`src/rtl/vp_pkg.sv`:
```
package vp_pkg;
   // ----------------------------------------------------------------
   // Clock and timing
   // ----------------------------------------------------------------
   localparam int unsigned CLK_HZ         = 20_000_000;
   localparam int unsigned VALVE_OPEN_S   = 4;
   localparam int unsigned IGNORE_S       = 3;
   localparam int unsigned TICK_CYCLES    = CLK_HZ;   // One second
   localparam int unsigned TEST_TIME_MAX_S = 3600;

   // ----------------------------------------------------------------
   // Register map (byte addresses)
   // ----------------------------------------------------------------
   localparam logic [7:0] CTRL_OFFSET   = 8'h00;
   localparam logic [7:0] TTIME_OFFSET  = 8'h04;
   localparam logic [7:0] STATUS_OFFSET = 8'h08;
   localparam logic [7:0] IRQST_OFFSET  = 8'h0C;
   localparam logic [7:0] IRQMSK_OFFSET = 8'h10;

   // Control fields
   localparam int unsigned CTRL_SCHED_LSB = 0;    // [2:0]
   localparam int unsigned CTRL_RESET_BIT = 8;    // Write one: clear lockout
   localparam logic [2:0]  SCHED_RESET    = 3'h0;
   localparam logic [11:0] TTIME_RESET    = 12'h000;

   // Interrupt bit positions
   localparam int unsigned IRQ_DONE    = 0;
   localparam int unsigned IRQ_LOCKOUT = 1;
   localparam int unsigned IRQ_W       = 2;

   // Lockout causes
   localparam logic [1:0] CAUSE_NONE   = 2'h0;
   localparam logic [1:0] CAUSE_UPLEAK = 2'h1;
   localparam logic [1:0] CAUSE_DNLEAK = 2'h2;
   localparam logic [1:0] CAUSE_CONFIG = 2'h3;

   // ----------------------------------------------------------------
   // Types
   // ----------------------------------------------------------------
   typedef enum logic [2:0] {
      SCHED_NEVER  = 3'b000,
      SCHED_BEFORE = 3'b001,
      SCHED_AFTER  = 3'b010,
      SCHED_BOTH   = 3'b011,
      SCHED_SPLIT  = 3'b100
   } sched_type;

   typedef enum logic [2:0] {
      ST_IDLE    = 3'b000,
      ST_LP_OPEN = 3'b001,
      ST_LP_WAIT = 3'b010,
      ST_LP_MON  = 3'b011,
      ST_HP_OPEN = 3'b100,
      ST_HP_WAIT = 3'b101,
      ST_HP_MON  = 3'b110,
      ST_LOCKOUT = 3'b111
   } vp_state_type;
endpackage

```
`src/rtl/vp_second_tick.sv`:
```
`timescale 1ns/1ps
`default_nettype none
// ----------------------------------------------------------------
// One pulse per second from the system clock
// ----------------------------------------------------------------
module vp_second_tick #(
   // Cycles per second
   parameter int unsigned TICK_N = vp_pkg::TICK_CYCLES
) (
   // Clock and reset
   input  wire logic clk,
   input  wire logic resetn,
   // Restart phase so each interval starts on a full second
   input  wire logic restart,
   // Output
   output logic      tick
);
   import vp_pkg::*;

   localparam logic [24:0] TICK_LAST = 25'(TICK_N - 1);
   logic [24:0] cnt_r;

   // Exact count keeps every interval far inside its tolerance
   always_ff @(posedge clk) begin
      if (!resetn || restart) begin
         cnt_r <= 25'h000_0000;
         tick  <= 1'b0;
      end else if (cnt_r == TICK_LAST) begin
         cnt_r <= 25'h000_0000;
         tick  <= 1'b1;
      end else begin
         cnt_r <= cnt_r + 25'h000_0001;
         tick  <= 1'b0;
      end
   end
endmodule
`default_nettype wire

```
`src/rtl/vp_sequencer.sv`:
```
// Our own choices: the AXI4-Lite slave port and the register addresses.
`timescale 1ns/1ps
`default_nettype none
// What this block does
// - Five schedule choices; reset default runs no proving test at all.
// - Before schedule runs the full test during prepurge.
// - After schedule runs the full test after run, alongside postpurge.
// - Both schedule runs the full test at before and after points.
// - Split runs high pressure check before, low pressure check after.
// - Tests start only while the proving demand input is high.
// - Each monitoring window lasts the programmed test time.
// - Low test: downstream valve open, upstream closed, for four seconds.
// - Then three seconds with the pressure switch ignored.
// - Switch on during low test window causes upstream leak lockout.
// - High test: upstream valve open, downstream closed, four seconds.
// - Then three seconds with the pressure switch ignored.
// - Switch off during high test window causes downstream leak lockout.
// - All intervals held well within ten percent of nominal.
// - Test time steps: 1 s to 60, 10 s to 600, 1 min to 3600.
// - Demand while schedule is never causes lockout.
// - Main valve prepurge check suppressed while proving drives valves.
module vp_sequencer #(
   // Cycles per second; a bench may shorten it to reach the later phases
   parameter int unsigned TICK_N = vp_pkg::TICK_CYCLES
) (
   // Clock and reset
   input  wire logic        clk,
   input  wire logic        resetn,
   // AXI4-Lite write address
   input  wire logic [7:0]  s_axi_awaddr,
   input  wire logic        s_axi_awvalid,
   output logic             s_axi_awready,
   // AXI4-Lite write data
   input  wire logic [31:0] s_axi_wdata,
   input  wire logic [3:0]  s_axi_wstrb,
   input  wire logic        s_axi_wvalid,
   output logic             s_axi_wready,
   // AXI4-Lite write response
   output logic [1:0]       s_axi_bresp,
   output logic             s_axi_bvalid,
   input  wire logic        s_axi_bready,
   // AXI4-Lite read
   input  wire logic [7:0]  s_axi_araddr,
   input  wire logic        s_axi_arvalid,
   output logic             s_axi_arready,
   output logic [31:0]      s_axi_rdata,
   output logic [1:0]       s_axi_rresp,
   output logic             s_axi_rvalid,
   input  wire logic        s_axi_rready,
   // Burner sequence points
   input  wire logic        proving_demand,
   input  wire logic        before_point,
   input  wire logic        after_point,
   // Valve train
   input  wire logic        interspace_pressure_switch,
   output logic             upstream_valve_drive,
   output logic             downstream_valve_drive,
   // Status to the burner sequencer
   output logic             proving_active,
   output logic             proving_done,
   output logic             lockout,
   output logic             irq
);
   import vp_pkg::*;

   // ----------------------------------------------------------------
   // Register file
   // ----------------------------------------------------------------
   logic [2:0]       sched_r;
   logic [11:0]      ttime_r;
   logic [IRQ_W-1:0] irq_st_r;
   logic [IRQ_W-1:0] irq_msk_r;
   logic [1:0]       cause_r;
   logic             aw_hold_r;
   logic             w_hold_r;
   logic [7:0]       awaddr_r;
   logic [31:0]      wdata_r;
   logic [3:0]       wstrb_r;
   logic             wr_go;
   logic             clr_lock;
   vp_state_type     state_r;
   logic             done_ev;
   logic             lock_ev;

   // Snap a test time to its step grid, largest legal value below
   function automatic logic [11:0] snap_time(input logic [11:0] t);
      logic [11:0] r;
      r = t;
      if (t > 12'(TEST_TIME_MAX_S))
         r = 12'(TEST_TIME_MAX_S);
      else if (t > 12'd600)
         r = 12'((t / 12'd60) * 12'd60);
      else if (t > 12'd60)
         r = 12'((t / 12'd10) * 12'd10);
      return r;
   endfunction

   assign wr_go    = aw_hold_r && w_hold_r && !s_axi_bvalid;
   assign clr_lock = wr_go && (awaddr_r == CTRL_OFFSET) && wstrb_r[1]
                     && wdata_r[CTRL_RESET_BIT];

   // Address and data taken in either order, held until the write fires
   always_ff @(posedge clk) begin
      if (!resetn) begin
         aw_hold_r     <= 1'b0;
         w_hold_r      <= 1'b0;
         awaddr_r      <= 8'h00;
         wdata_r       <= 32'h0000_0000;
         wstrb_r       <= 4'h0;
         s_axi_awready <= 1'b0;
         s_axi_wready  <= 1'b0;
      end else begin
         s_axi_awready <= !aw_hold_r && !s_axi_awready;
         s_axi_wready  <= !w_hold_r && !s_axi_wready;
         if (s_axi_awvalid && s_axi_awready) begin
            aw_hold_r <= 1'b1;
            awaddr_r  <= s_axi_awaddr;
         end else if (wr_go) begin
            aw_hold_r <= 1'b0;
         end
         if (s_axi_wvalid && s_axi_wready) begin
            w_hold_r <= 1'b1;
            wdata_r  <= s_axi_wdata;
            wstrb_r  <= s_axi_wstrb;
         end else if (wr_go) begin
            w_hold_r <= 1'b0;
         end
      end
   end

   // Write response; unmapped addresses answer SLVERR
   always_ff @(posedge clk) begin
      if (!resetn) begin
         s_axi_bvalid <= 1'b0;
         s_axi_bresp  <= 2'b00;
      end else if (wr_go) begin
         s_axi_bvalid <= 1'b1;
         s_axi_bresp  <= (awaddr_r <= IRQMSK_OFFSET && awaddr_r[1:0] == 2'b00)
                         ? 2'b00 : 2'b10;
      end else if (s_axi_bready) begin
         s_axi_bvalid <= 1'b0;
      end
   end

   // Configuration writes; the schedule is frozen while a test runs
   always_ff @(posedge clk) begin
      if (!resetn) begin
         sched_r   <= SCHED_RESET;
         ttime_r   <= TTIME_RESET;
         irq_msk_r <= '0;
      end else if (wr_go) begin
         if (awaddr_r == CTRL_OFFSET && wstrb_r[0] && state_r == ST_IDLE)
            sched_r <= (wdata_r[2:0] > SCHED_SPLIT) ? SCHED_RESET : wdata_r[2:0];
         if (awaddr_r == TTIME_OFFSET && wstrb_r[1:0] == 2'b11 && state_r == ST_IDLE)
            ttime_r <= snap_time(wdata_r[11:0]);
         if (awaddr_r == IRQMSK_OFFSET && wstrb_r[0])
            irq_msk_r <= wdata_r[IRQ_W-1:0];
      end
   end

   // Sticky events, write one to clear; a new event wins over the clear
   always_ff @(posedge clk) begin
      if (!resetn) begin
         irq_st_r <= '0;
         irq      <= 1'b0;
      end else begin
         for (int i = 0; i < IRQ_W; i++) begin
            if ((i == IRQ_DONE && done_ev) || (i == IRQ_LOCKOUT && lock_ev))
               irq_st_r[i] <= 1'b1;
            else if (wr_go && awaddr_r == IRQST_OFFSET && wstrb_r[0] && wdata_r[i])
               irq_st_r[i] <= 1'b0;
         end
         irq <= |(irq_st_r & irq_msk_r);
      end
   end

   // Read channel, one cycle after the address is taken
   always_ff @(posedge clk) begin
      if (!resetn) begin
         s_axi_arready <= 1'b0;
         s_axi_rvalid  <= 1'b0;
         s_axi_rdata   <= 32'h0000_0000;
         s_axi_rresp   <= 2'b00;
      end else begin
         s_axi_arready <= !s_axi_rvalid && !s_axi_arready;
         if (s_axi_arvalid && s_axi_arready) begin
            s_axi_rvalid <= 1'b1;
            s_axi_rresp  <= 2'b00;
            unique case (s_axi_araddr)
               CTRL_OFFSET:   s_axi_rdata <= {29'h0, sched_r};
               TTIME_OFFSET:  s_axi_rdata <= {20'h0, ttime_r};
               STATUS_OFFSET: s_axi_rdata <= {24'h0, cause_r, lockout,
                                              proving_active, 1'b0, state_r};
               IRQST_OFFSET:  s_axi_rdata <= {30'h0, irq_st_r};
               IRQMSK_OFFSET: s_axi_rdata <= {30'h0, irq_msk_r};
               default: begin
                  s_axi_rdata <= 32'h0000_0000;
                  s_axi_rresp <= 2'b10;
               end
            endcase
         end else if (s_axi_rready) begin
            s_axi_rvalid <= 1'b0;
         end
      end
   end

   // ----------------------------------------------------------------
   // Proving sequencer
   // ----------------------------------------------------------------
   logic        tick;
   logic        restart;
   logic [11:0] secs_r;
   logic        before_d_r;
   logic        after_d_r;
   logic        want_lp_r;
   logic        want_hp_r;
   logic        start_before;
   logic        start_after;

   vp_second_tick #(
      .TICK_N (TICK_N)
   ) u_tick (
      .clk    (clk),
      .resetn (resetn),
      .restart(restart),
      .tick   (tick)
   );

   // Test starts on the rising edge of a sequence point, only with demand
   assign start_before = before_point && !before_d_r && proving_demand
                         && (sched_r != SCHED_NEVER) && (sched_r != SCHED_AFTER);
   assign start_after  = after_point && !after_d_r && proving_demand
                         && (sched_r != SCHED_NEVER) && (sched_r != SCHED_BEFORE);

   always_ff @(posedge clk) begin
      if (!resetn) begin
         before_d_r <= 1'b0;
         after_d_r  <= 1'b0;
      end else begin
         before_d_r <= before_point;
         after_d_r  <= after_point;
      end
   end

   // Phase timer restarts on entry to each open, wait and monitor phase
   always_ff @(posedge clk) begin
      if (!resetn || restart)
         secs_r <= 12'h000;
      else if (tick)
         secs_r <= secs_r + 12'h001;
   end

   // Main state machine; restart lands one cycle after a state change, so
   // that cycle still sees the old phase's count and is never a timed exit
   always_ff @(posedge clk) begin
      if (!resetn) begin
         state_r   <= ST_IDLE;
         restart   <= 1'b0;
         want_lp_r <= 1'b0;
         want_hp_r <= 1'b0;
         cause_r   <= CAUSE_NONE;
         done_ev   <= 1'b0;
         lock_ev   <= 1'b0;
      end else begin
         restart <= 1'b0;
         done_ev <= 1'b0;
         lock_ev <= 1'b0;
         unique case (state_r)
            ST_IDLE: begin
               if (proving_demand && sched_r == SCHED_NEVER) begin
                  state_r <= ST_LOCKOUT;
                  cause_r <= CAUSE_CONFIG;
                  lock_ev <= 1'b1;
               end else if (start_before || start_after) begin
                  restart <= 1'b1;
                  if (sched_r == SCHED_SPLIT && start_before) begin
                     want_hp_r <= 1'b1;
                     state_r   <= ST_HP_OPEN;
                  end else begin
                     want_lp_r <= 1'b1;
                     want_hp_r <= (sched_r != SCHED_SPLIT);
                     state_r   <= ST_LP_OPEN;
                  end
               end
            end
            ST_LP_OPEN:
               if (!restart && tick && secs_r == 12'(VALVE_OPEN_S - 1)) begin
                  state_r <= ST_LP_WAIT;
                  restart <= 1'b1;
               end
            ST_LP_WAIT:
               if (!restart && tick && secs_r == 12'(IGNORE_S - 1)) begin
                  state_r <= ST_LP_MON;
                  restart <= 1'b1;
               end
            ST_LP_MON:
               if (interspace_pressure_switch) begin
                  state_r <= ST_LOCKOUT;
                  cause_r <= CAUSE_UPLEAK;
                  lock_ev <= 1'b1;
               end else if (!restart && secs_r >= ttime_r) begin
                  restart <= 1'b1;
                  if (want_hp_r) begin
                     state_r <= ST_HP_OPEN;
                  end else begin
                     state_r <= ST_IDLE;
                     done_ev <= 1'b1;
                  end
                  want_lp_r <= 1'b0;
               end
            ST_HP_OPEN:
               if (!restart && tick && secs_r == 12'(VALVE_OPEN_S - 1)) begin
                  state_r <= ST_HP_WAIT;
                  restart <= 1'b1;
               end
            ST_HP_WAIT:
               if (!restart && tick && secs_r == 12'(IGNORE_S - 1)) begin
                  state_r <= ST_HP_MON;
                  restart <= 1'b1;
               end
            ST_HP_MON:
               if (!interspace_pressure_switch) begin
                  state_r <= ST_LOCKOUT;
                  cause_r <= CAUSE_DNLEAK;
                  lock_ev <= 1'b1;
               end else if (!restart && secs_r >= ttime_r) begin
                  state_r   <= ST_IDLE;
                  want_hp_r <= 1'b0;
                  done_ev   <= 1'b1;
               end
            ST_LOCKOUT:
               if (clr_lock) begin
                  state_r   <= ST_IDLE;
                  cause_r   <= CAUSE_NONE;
                  want_lp_r <= 1'b0;
                  want_hp_r <= 1'b0;
               end
         endcase
      end
   end

   // Registered outputs, valves decoded from state_r one cycle behind it
   always_ff @(posedge clk) begin
      if (!resetn) begin
         upstream_valve_drive   <= 1'b0;
         downstream_valve_drive <= 1'b0;
         proving_active         <= 1'b0;
         proving_done           <= 1'b0;
         lockout                <= 1'b0;
      end else begin
         upstream_valve_drive   <= (state_r == ST_HP_OPEN);
         downstream_valve_drive <= (state_r == ST_LP_OPEN);
         // Burner logic masks its main valve check with this flag
         proving_active         <= (state_r != ST_IDLE) && (state_r != ST_LOCKOUT);
         proving_done           <= done_ev;
         lockout                <= (state_r == ST_LOCKOUT);
      end
   end

   // ----------------------------------------------------------------
   // Assertions
   // ----------------------------------------------------------------
   property p_never_valves;
      @(posedge clk) disable iff (!resetn)
         sched_r == SCHED_NEVER |-> ##1 !upstream_valve_drive && !downstream_valve_drive;
   endproperty
   a_never_valves: assert property (p_never_valves) else $error("valve driven under never");

   property p_exclusive;
      @(posedge clk) disable iff (!resetn)
         !(upstream_valve_drive && downstream_valve_drive);
   endproperty
   a_exclusive: assert property (p_exclusive) else $error("both valves open");

   property p_no_demand_no_start;
      @(posedge clk) disable iff (!resetn)
         state_r == ST_IDLE && !proving_demand |=> state_r inside {ST_IDLE};
   endproperty
   a_no_demand_no_start: assert property (p_no_demand_no_start) else $error("start without demand");

   property p_config_lock;
      @(posedge clk) disable iff (!resetn)
         state_r == ST_IDLE && proving_demand && sched_r == SCHED_NEVER
         |=> state_r == ST_LOCKOUT && cause_r == CAUSE_CONFIG;
   endproperty
   a_config_lock: assert property (p_config_lock) else $error("no config lockout");

   property p_lp_leak;
      @(posedge clk) disable iff (!resetn)
         state_r == ST_LP_MON && interspace_pressure_switch
         |=> state_r == ST_LOCKOUT ##1 !downstream_valve_drive && lockout;
   endproperty
   a_lp_leak: assert property (p_lp_leak) else $error("upstream leak missed");

   property p_hp_leak;
      @(posedge clk) disable iff (!resetn)
         state_r == ST_HP_MON && !interspace_pressure_switch
         |=> state_r == ST_LOCKOUT && cause_r == CAUSE_DNLEAK;
   endproperty
   a_hp_leak: assert property (p_hp_leak) else $error("downstream leak missed");

   property p_lock_hold;
      @(posedge clk) disable iff (!resetn)
         state_r == ST_LOCKOUT && !clr_lock |=> state_r == ST_LOCKOUT;
   endproperty
   a_lock_hold: assert property (p_lock_hold) else $error("lockout released");

   property p_lock_valves;
      @(posedge clk) disable iff (!resetn)
         lockout |-> !upstream_valve_drive && !downstream_valve_drive;
   endproperty
   a_lock_valves: assert property (p_lock_valves) else $error("valve on in lockout");

   property p_ignore;
      @(posedge clk) disable iff (!resetn)
         state_r == ST_HP_WAIT && secs_r < 12'(IGNORE_S - 1) |=> state_r == ST_HP_WAIT;
   endproperty
   a_ignore: assert property (p_ignore) else $error("ignore delay cut short");

   property p_split_order;
      @(posedge clk) disable iff (!resetn)
         state_r == ST_IDLE && start_before && sched_r == SCHED_SPLIT
         && !(proving_demand && sched_r == SCHED_NEVER) |=> state_r == ST_HP_OPEN;
   endproperty
   a_split_order: assert property (p_split_order) else $error("split order wrong");

   c_done:    cover property (@(posedge clk) disable iff (!resetn) proving_done);
   c_uplock:  cover property (@(posedge clk) disable iff (!resetn) cause_r == CAUSE_UPLEAK);
   c_dnlock:  cover property (@(posedge clk) disable iff (!resetn) cause_r == CAUSE_DNLEAK);
   c_lp_to_hp: cover property (@(posedge clk) disable iff (!resetn)
                               state_r == ST_LP_MON ##1 state_r == ST_HP_OPEN);
endmodule
`default_nettype wire

```
`config.mk`:
```
export PLATFORM = sky130hd
export DESIGN_NAME = vp_sequencer
export DESIGN_NICKNAME = d
export VERILOG_FILES = /design/src/rtl/vp_pkg.sv /design/src/rtl/vp_second_tick.sv /design/src/rtl/vp_sequencer.sv
export SDC_FILE = /design/constraint.sdc
export NUM_CORES = 1
export LEC_CHECK = 0
export ABC_AREA = 1
export BUFFER_PORTS_ARGS = -buffer_cell sky130_fd_sc_hd__buf_2
export CORE_AREA = 2 2 181 183
export DETAILED_ROUTE_END_ITERATION = 6
export DIE_AREA = 0 0 183 185
export HOLD_SLACK_MARGIN = 0.15
export SLEW_MARGIN = 25
export SYNTH_ARGS = -nofsm -noshare
export SYNTH_HDL_FRONTEND = slang
export SYNTH_HIERARCHICAL = 1
export SYNTH_SLANG_ARGS = --single-unit
```
`constraint.sdc`:
```
create_clock -name clk -period 7.4 [get_ports clk]
set_clock_uncertainty 0.05 [all_clocks]
set_input_delay 1.48 -clock clk [delete_from_list [all_inputs] [get_ports clk]]
set_output_delay 1.48 -clock clk [all_outputs]
set_load 0.05 [all_outputs]
```
Word level (Yosys, flattened, before mapping)
Cells that the tools add are included.
- register bits after elaboration: 139
- bits of input ports: 63
- output and inout port bits: 47
- word-level logic and storage cells: 222
- add/subtract/negate cells: 2
- $mul: 2
- div/mod/pow operators: 2
- order comparisons: 6
- equality and inequality tests: 38
- multiplexer cells: 61
- bitwise gates (word level): 1
- reductions and logical operators: 75
- operators by type and width (operator ; number):
    $pmux W12 S5 ; 1
    $mux W3 ; 14
    $logic_and A1 B1 Y1 ; 36
    $mux W12 ; 3
    $mux W1 ; 31
    $add A25 B1 Y25 const B ; 1
    $eq A25 B25 Y1 const B ; 1
    $eq A12 B2 Y1 const B ; 2
    $eq A8 B4 Y1 const B ; 3
    $pmux W3 S8 ; 1
    $ne A2 B2 Y1 const B ; 10
    $eq A8 B3 Y1 const B ; 2
    $eq A8 B5 Y1 const B ; 2
    $logic_not A8 Y1 ; 2
    $eq A3 B3 Y1 const B ; 5
    $add A12 B1 Y12 const B ; 1
    $div A12 B4 Y12 const B ; 1
    $div A12 B6 Y12 const B ; 1
    $ge A12 B12 Y1 ; 1
    $gt A12 B10 Y1 const B ; 1
    $gt A12 B12 Y1 const B ; 1
    $gt A12 B6 Y1 const B ; 1
    $mul A12 B3 Y11 const B ; 1
    $mul A12 B4 Y10 const B ; 1
    other kinds (28) ; 64

Longest topological paths before layout
- word-level depth: 10
- mapped depth: 53
- depth with buffers taken out: 52

Modules after synthesis
The synthesis kept the hierarchy.
- modules (own cells, without submodules) (module ; instances ; cells an instance ; area each (µm²) ; sequential area each (µm²)):
    vp_sequencer ; 1 ; 953 ; 6552.5 ; 1821.7
    vp_second_tick ; 1 ; 196 ; 1335.0 ; 520.5

Worst setup path after synthesis
Ideal clock, no wire load.
- path kind: register -> register
- start: reg wdata_r[8]
- end: reg ttime_r[11]
- library setup time: 117 ps
- arrival: 5819 ps
- data required time: 7233 ps
- path slack: 1414 ps
- cell stages (with the launch flop): 47
- buffers on the path: 1
- clock period less this slack: 5986 ps
- path through: dfxtp_1 -> buf_6 -> nand2_2 -> nor2_4 -> inv_1 -> nand2_1 -> nand2_2 -> inv_2 -> nand2_1 -> nand2_2 -> nor2_4 -> nand2_1 -> nor2_2 -> nor2_4 -> inv_4 -> nand2_1 -> nand2_2 -> nor2_2 -> [11 not listed] -> o21ai_1 -> inv_1 -> fa_1 -> fa_1 -> inv_1 -> ha_1 -> inv_1 -> o21bai_1 -> a21oi_1 -> o21ai_0 -> and2_1 -> nor2_1 -> nor2_1 -> nor2_1 -> xor2_1 -> a22o_1 -> o221ai_1 -> inv_1
- word-level cells in the longest chain between the ends: 5
- elaborated cells between the ends (all ways): 10
- classes of those cells: mul: 2; div: 2; order compare: 3; mux: 3
- ends and longest elaborated chain (what ; RTL line ; text):
    start: declaration ; vp_sequencer.sv:77 ; logic [31:0] wdata_r;
    start signal: assignment ; vp_sequencer.sv:123 ; wdata_r <= s_axi_wdata;
    $div A12 B4 Y12 ; vp_sequencer.sv:94 ; r = 12'((t / 12'd10) * 12'd10);
    $mul A12 B3 Y11 ; vp_sequencer.sv:94 ;
    $mux W12 ; vp_sequencer.sv:93 ; else if (t > 12'd60)
    $mux W12 ; vp_sequencer.sv:91 ; else if (t > 12'd600)
    $mux W12 * ; vp_sequencer.sv:89 ; if (t > 12'(TEST_TIME_MAX_S))
    end signal: assignment ; vp_sequencer.sv:155 ; ttime_r <= snap_time(wdata_r[11:0]);
    end: declaration ; vp_sequencer.sv:70 ; logic [11:0] ttime_r;
Mark *: on every way between the ends. The rest lies on a longest branch, timed or not.
A chain may end at the register's enable or synchronous reset.

Worst setup path after layout
- start: reg wdata_r[10]
- end: reg ttime_r[11]
The elaborated chain is that of the path after synthesis.

==> metrics.yaml <==
outcome:
  run_status: "finished clean"
final_layout:
  fin_util: 0.287
  final_area_sq_mm: 0.00921
  fillers: 3527
  fin_cells: 1633
  drive_above_1_share: 0.159
  fin_nets: 1328
  regArea_sq_mm: 0.00234
  num_antenna_cells: 0
  multi_input_area_sq_mm: 0.00471
  syn2layout_area_growth_pct: 16.8
power:
  finalPower_mw: 2.56
  comb_power_share: 0.356
  p_per_area_mw_per_mm2: 277
  pwr-share-clk: 0.369
  ir_drop_mv: 0.161
  switchingPower_mw: 0.935
  leakage_nw: 3.99
  sw_frac_of_total: 0.366
  p_int_mw: 1.62
  pwr-share-seq: 0.275
clock_network:
  clk_latency_ps: 420
  ctsResizeCount: 0
  post_cts_buffers: 0
  cts_sinks: 117
  cts_root_buffer: "clkbuf_16"
  clock_path_buffers: 2
  path_clk_slew_ps: 60
  cts_tree: "built"
  htree_num_levels: 4
  ctsHoldBuffers: 0
  numCtsBuffers: 17
worst_hold_path:
  hold_depth: 2
  hold_class: "reg2reg"
worst_setup_path:
  crit_fanout: 9
  critPathMaxStageDelay_ps: 500
  crit_slowest_cell: "fa_1"
  worstPathArrival_ps: 6850
  cpMostUsedCell: "nor2_4"
  crit_type: "reg2reg"
  worstSetupEndpointType: "register"
  required_ps: 7660
  ff2ff_path_depth: 45
  critPathLaunchType: "register"
die:
  die_h_microns: 185
  die_w_microns: 183
  initial_core_util: 0.246
  dieArea_sq_mm: 0.0339
  row_count: 66
  io_pins: 110
  fp.coreArea_sq_mm: 0.0320
global_route:
  grt_start_max_net_pins: 44
  antenna_found_initial: 0
  grt_pass1_wl_microns: 33500
  grt_overflow: 0
  grt_pass1_vias: 6967
  grt_usage: 0.123
logic_synthesis:
  synthCells: 1149
  synth_most_common_cell: "nand2_1"
  netlist.area_leader.share: 0.297
  synth.distinct_cells: 51
  ys_ff_latch: 117
  synth_area_sq_mm: 0.00789
  synthArstFlopShare: 0
  synthTopCellsByCount: "213 x nand2_1, 150 x nor2_1, 146 x inv_1"
  ys_seq_area_frac: 0.297
  synth_ff_type: "dfxtp_1"
  synth.largest_area_cell: "dfxtp_1"
  synth_warnings: 6
  syn_area_per_cell_sq_um: 6.86
  synthTopCellsByArea: "dfxtp_1 30%, nand2_1 10%, nor2_1 7.1%, inv_1 6.9%, ha_1 6.5%"
  synth-edff-count: 0
sta:
  finalCritPeriodShare: 0.891
  fmax_mhz: 152
  finalWorstSetupSlack_ps: 808
  finalMaxSlewViolations: 0
  rsz0062_at_grt: "false"
  fin_crit_ps: 6590
  whs_ps: 385
  fin_setup_tns_ps: 0
  setup_viol: 0
  hold_viol: 0
  slew_headroom: 0.377
  tightestPinTransition_ps: 926
placed_design:
  placed_area_sq_mm: 0.00853
  post-place-cells: 1601
  port_buffers: 65
  hpwlAfterDp_microns: 15400
  pre_cts_slack_ps: 615
  place.gp.congestion: 0.837
routing:
  wirelength_microns: 19800
  wl_per_cell_microns: 12.2
  first_iter_violations: 419
  drc_errors: 0
  viasPerCell: 4.46
  num_vias: 7290
  ant_nets: 0
  dr.pass1.iters: 5
job:
  drv_cap: 0
## final timing paths
| check | startpoint | endpoint | slack, ps |
|---|---|---|---|
| worst max-delay path | wdata_r[10] | ttime_r[11] | 810 |
| worst min-delay path | lock_ev | irq_st_r[1] | 380 |
| worst max register to register | wdata_r[10] | ttime_r[11] | 810 |
| worst min register to register | lock_ev | irq_st_r[1] | 380 |
## worst max-delay path: cells and delay by family, from the launching register on
family                     cells  cell delay, ps
AOI/OAI and AO/OA              8            1390
xor gates and xnor gates       1             150
adders and majority gates      3            1250
buffers and inverters          7             690
DFF                            1             460
and+or+nand+nor               26            2470
## power groups by stage
stage	combinational (mW)	sequential, mW	clock [mW]
after floorplan	0.719	0.733	0
after global placement	0.886	0.715	0
after detailed placement	0.911	0.716	0
after CTS	0.917	0.702	0.959
after global routing	1.04	0.708	0.989
final	0.910	0.703	0.943
## registers in the layout (all words and copies together), names as in the netlist, 3 cells and up
signal,flops
ttime_r,12
awaddr_r,8
u_tick/cnt_r,25
secs_r,12
state_r,3
wdata_r,12
sched_r,3
s_axi_rdata,12
## area by class of cell
| type | count | share of cell area |
|---|---|---|
| repair buffers | 68 | 0.0378 |
| inverters | 165 | 0.0675 |
| clock buffers | 21 | 0.0522 |
| well taps | 408 | 0.0554 |
| multi-input cells | 843 | 0.512 |
| flip-flops and latches | 117 | 0.254 |
| clock inverters | 11 | 0.0211 |
## layout by cell type, fill, tap and decap left out, drive strengths merged, types with 2 or more instances in the layout
cell type | Yosys | routed
nand2 | 251 | 251
nor2 | 170 | 170
inv | 161 | 162
dfxtp | 117 | 117
o21ai | 76 | 76
a21oi | 74 | 74
nand3 | 69 | 69
buf | 28 | 68
ha | 41 | 41
nor3 | 32 | 32
conb | 1 | 22
clkbuf | 17 | 21
xor2 | 13 | 13
nand4 | 13 | 13
fa | 12 | 12
a211oi | 11 | 11
xnor2 | 9 | 9
a31oi | 6 | 6
nor4 | 6 | 6
o211ai | 6 | 6
o21bai | 5 | 5
nand3b | 5 | 5
bufinv | 0 | 5
clkinv | 4 | 5
clkinvlp | 0 | 4
or2 | 2 | 2
a41oi | 2 | 2
o2111ai | 2 | 2
and3 | 2 | 2
o31ai | 2 | 2
and2 | 2 | 2
a2111oi | 2 | 2
## layer usage
metal  GRT usage  vias to the layer above  wire [microns]
met2       0.197                      141            8770
met5           0                        -               0
met4      0.0461                        0             460
met1       0.162                     3299            9930
met3      0.0269                       33             684
li1            -                     3817               -
## logic make-up (layout without fill, tap and decap cells)
logic type / Yosys count / in the layout / share of synthesized area
DFF: 117 / 117 / 0.297
other: 1 / 22 / 0.000475
buffers and inverters: 210 / 265 / 0.116
and+or+nand+nor: 552 / 552 / 0.324
adders and majority gates: 53 / 53 / 0.0955
AOI/OAI and AO/OA: 193 / 193 / 0.141
xor gates and xnor gates: 22 / 22 / 0.0254
muxes: 1 / 1 / 0.00127
(Power assumes the default switching activity.)
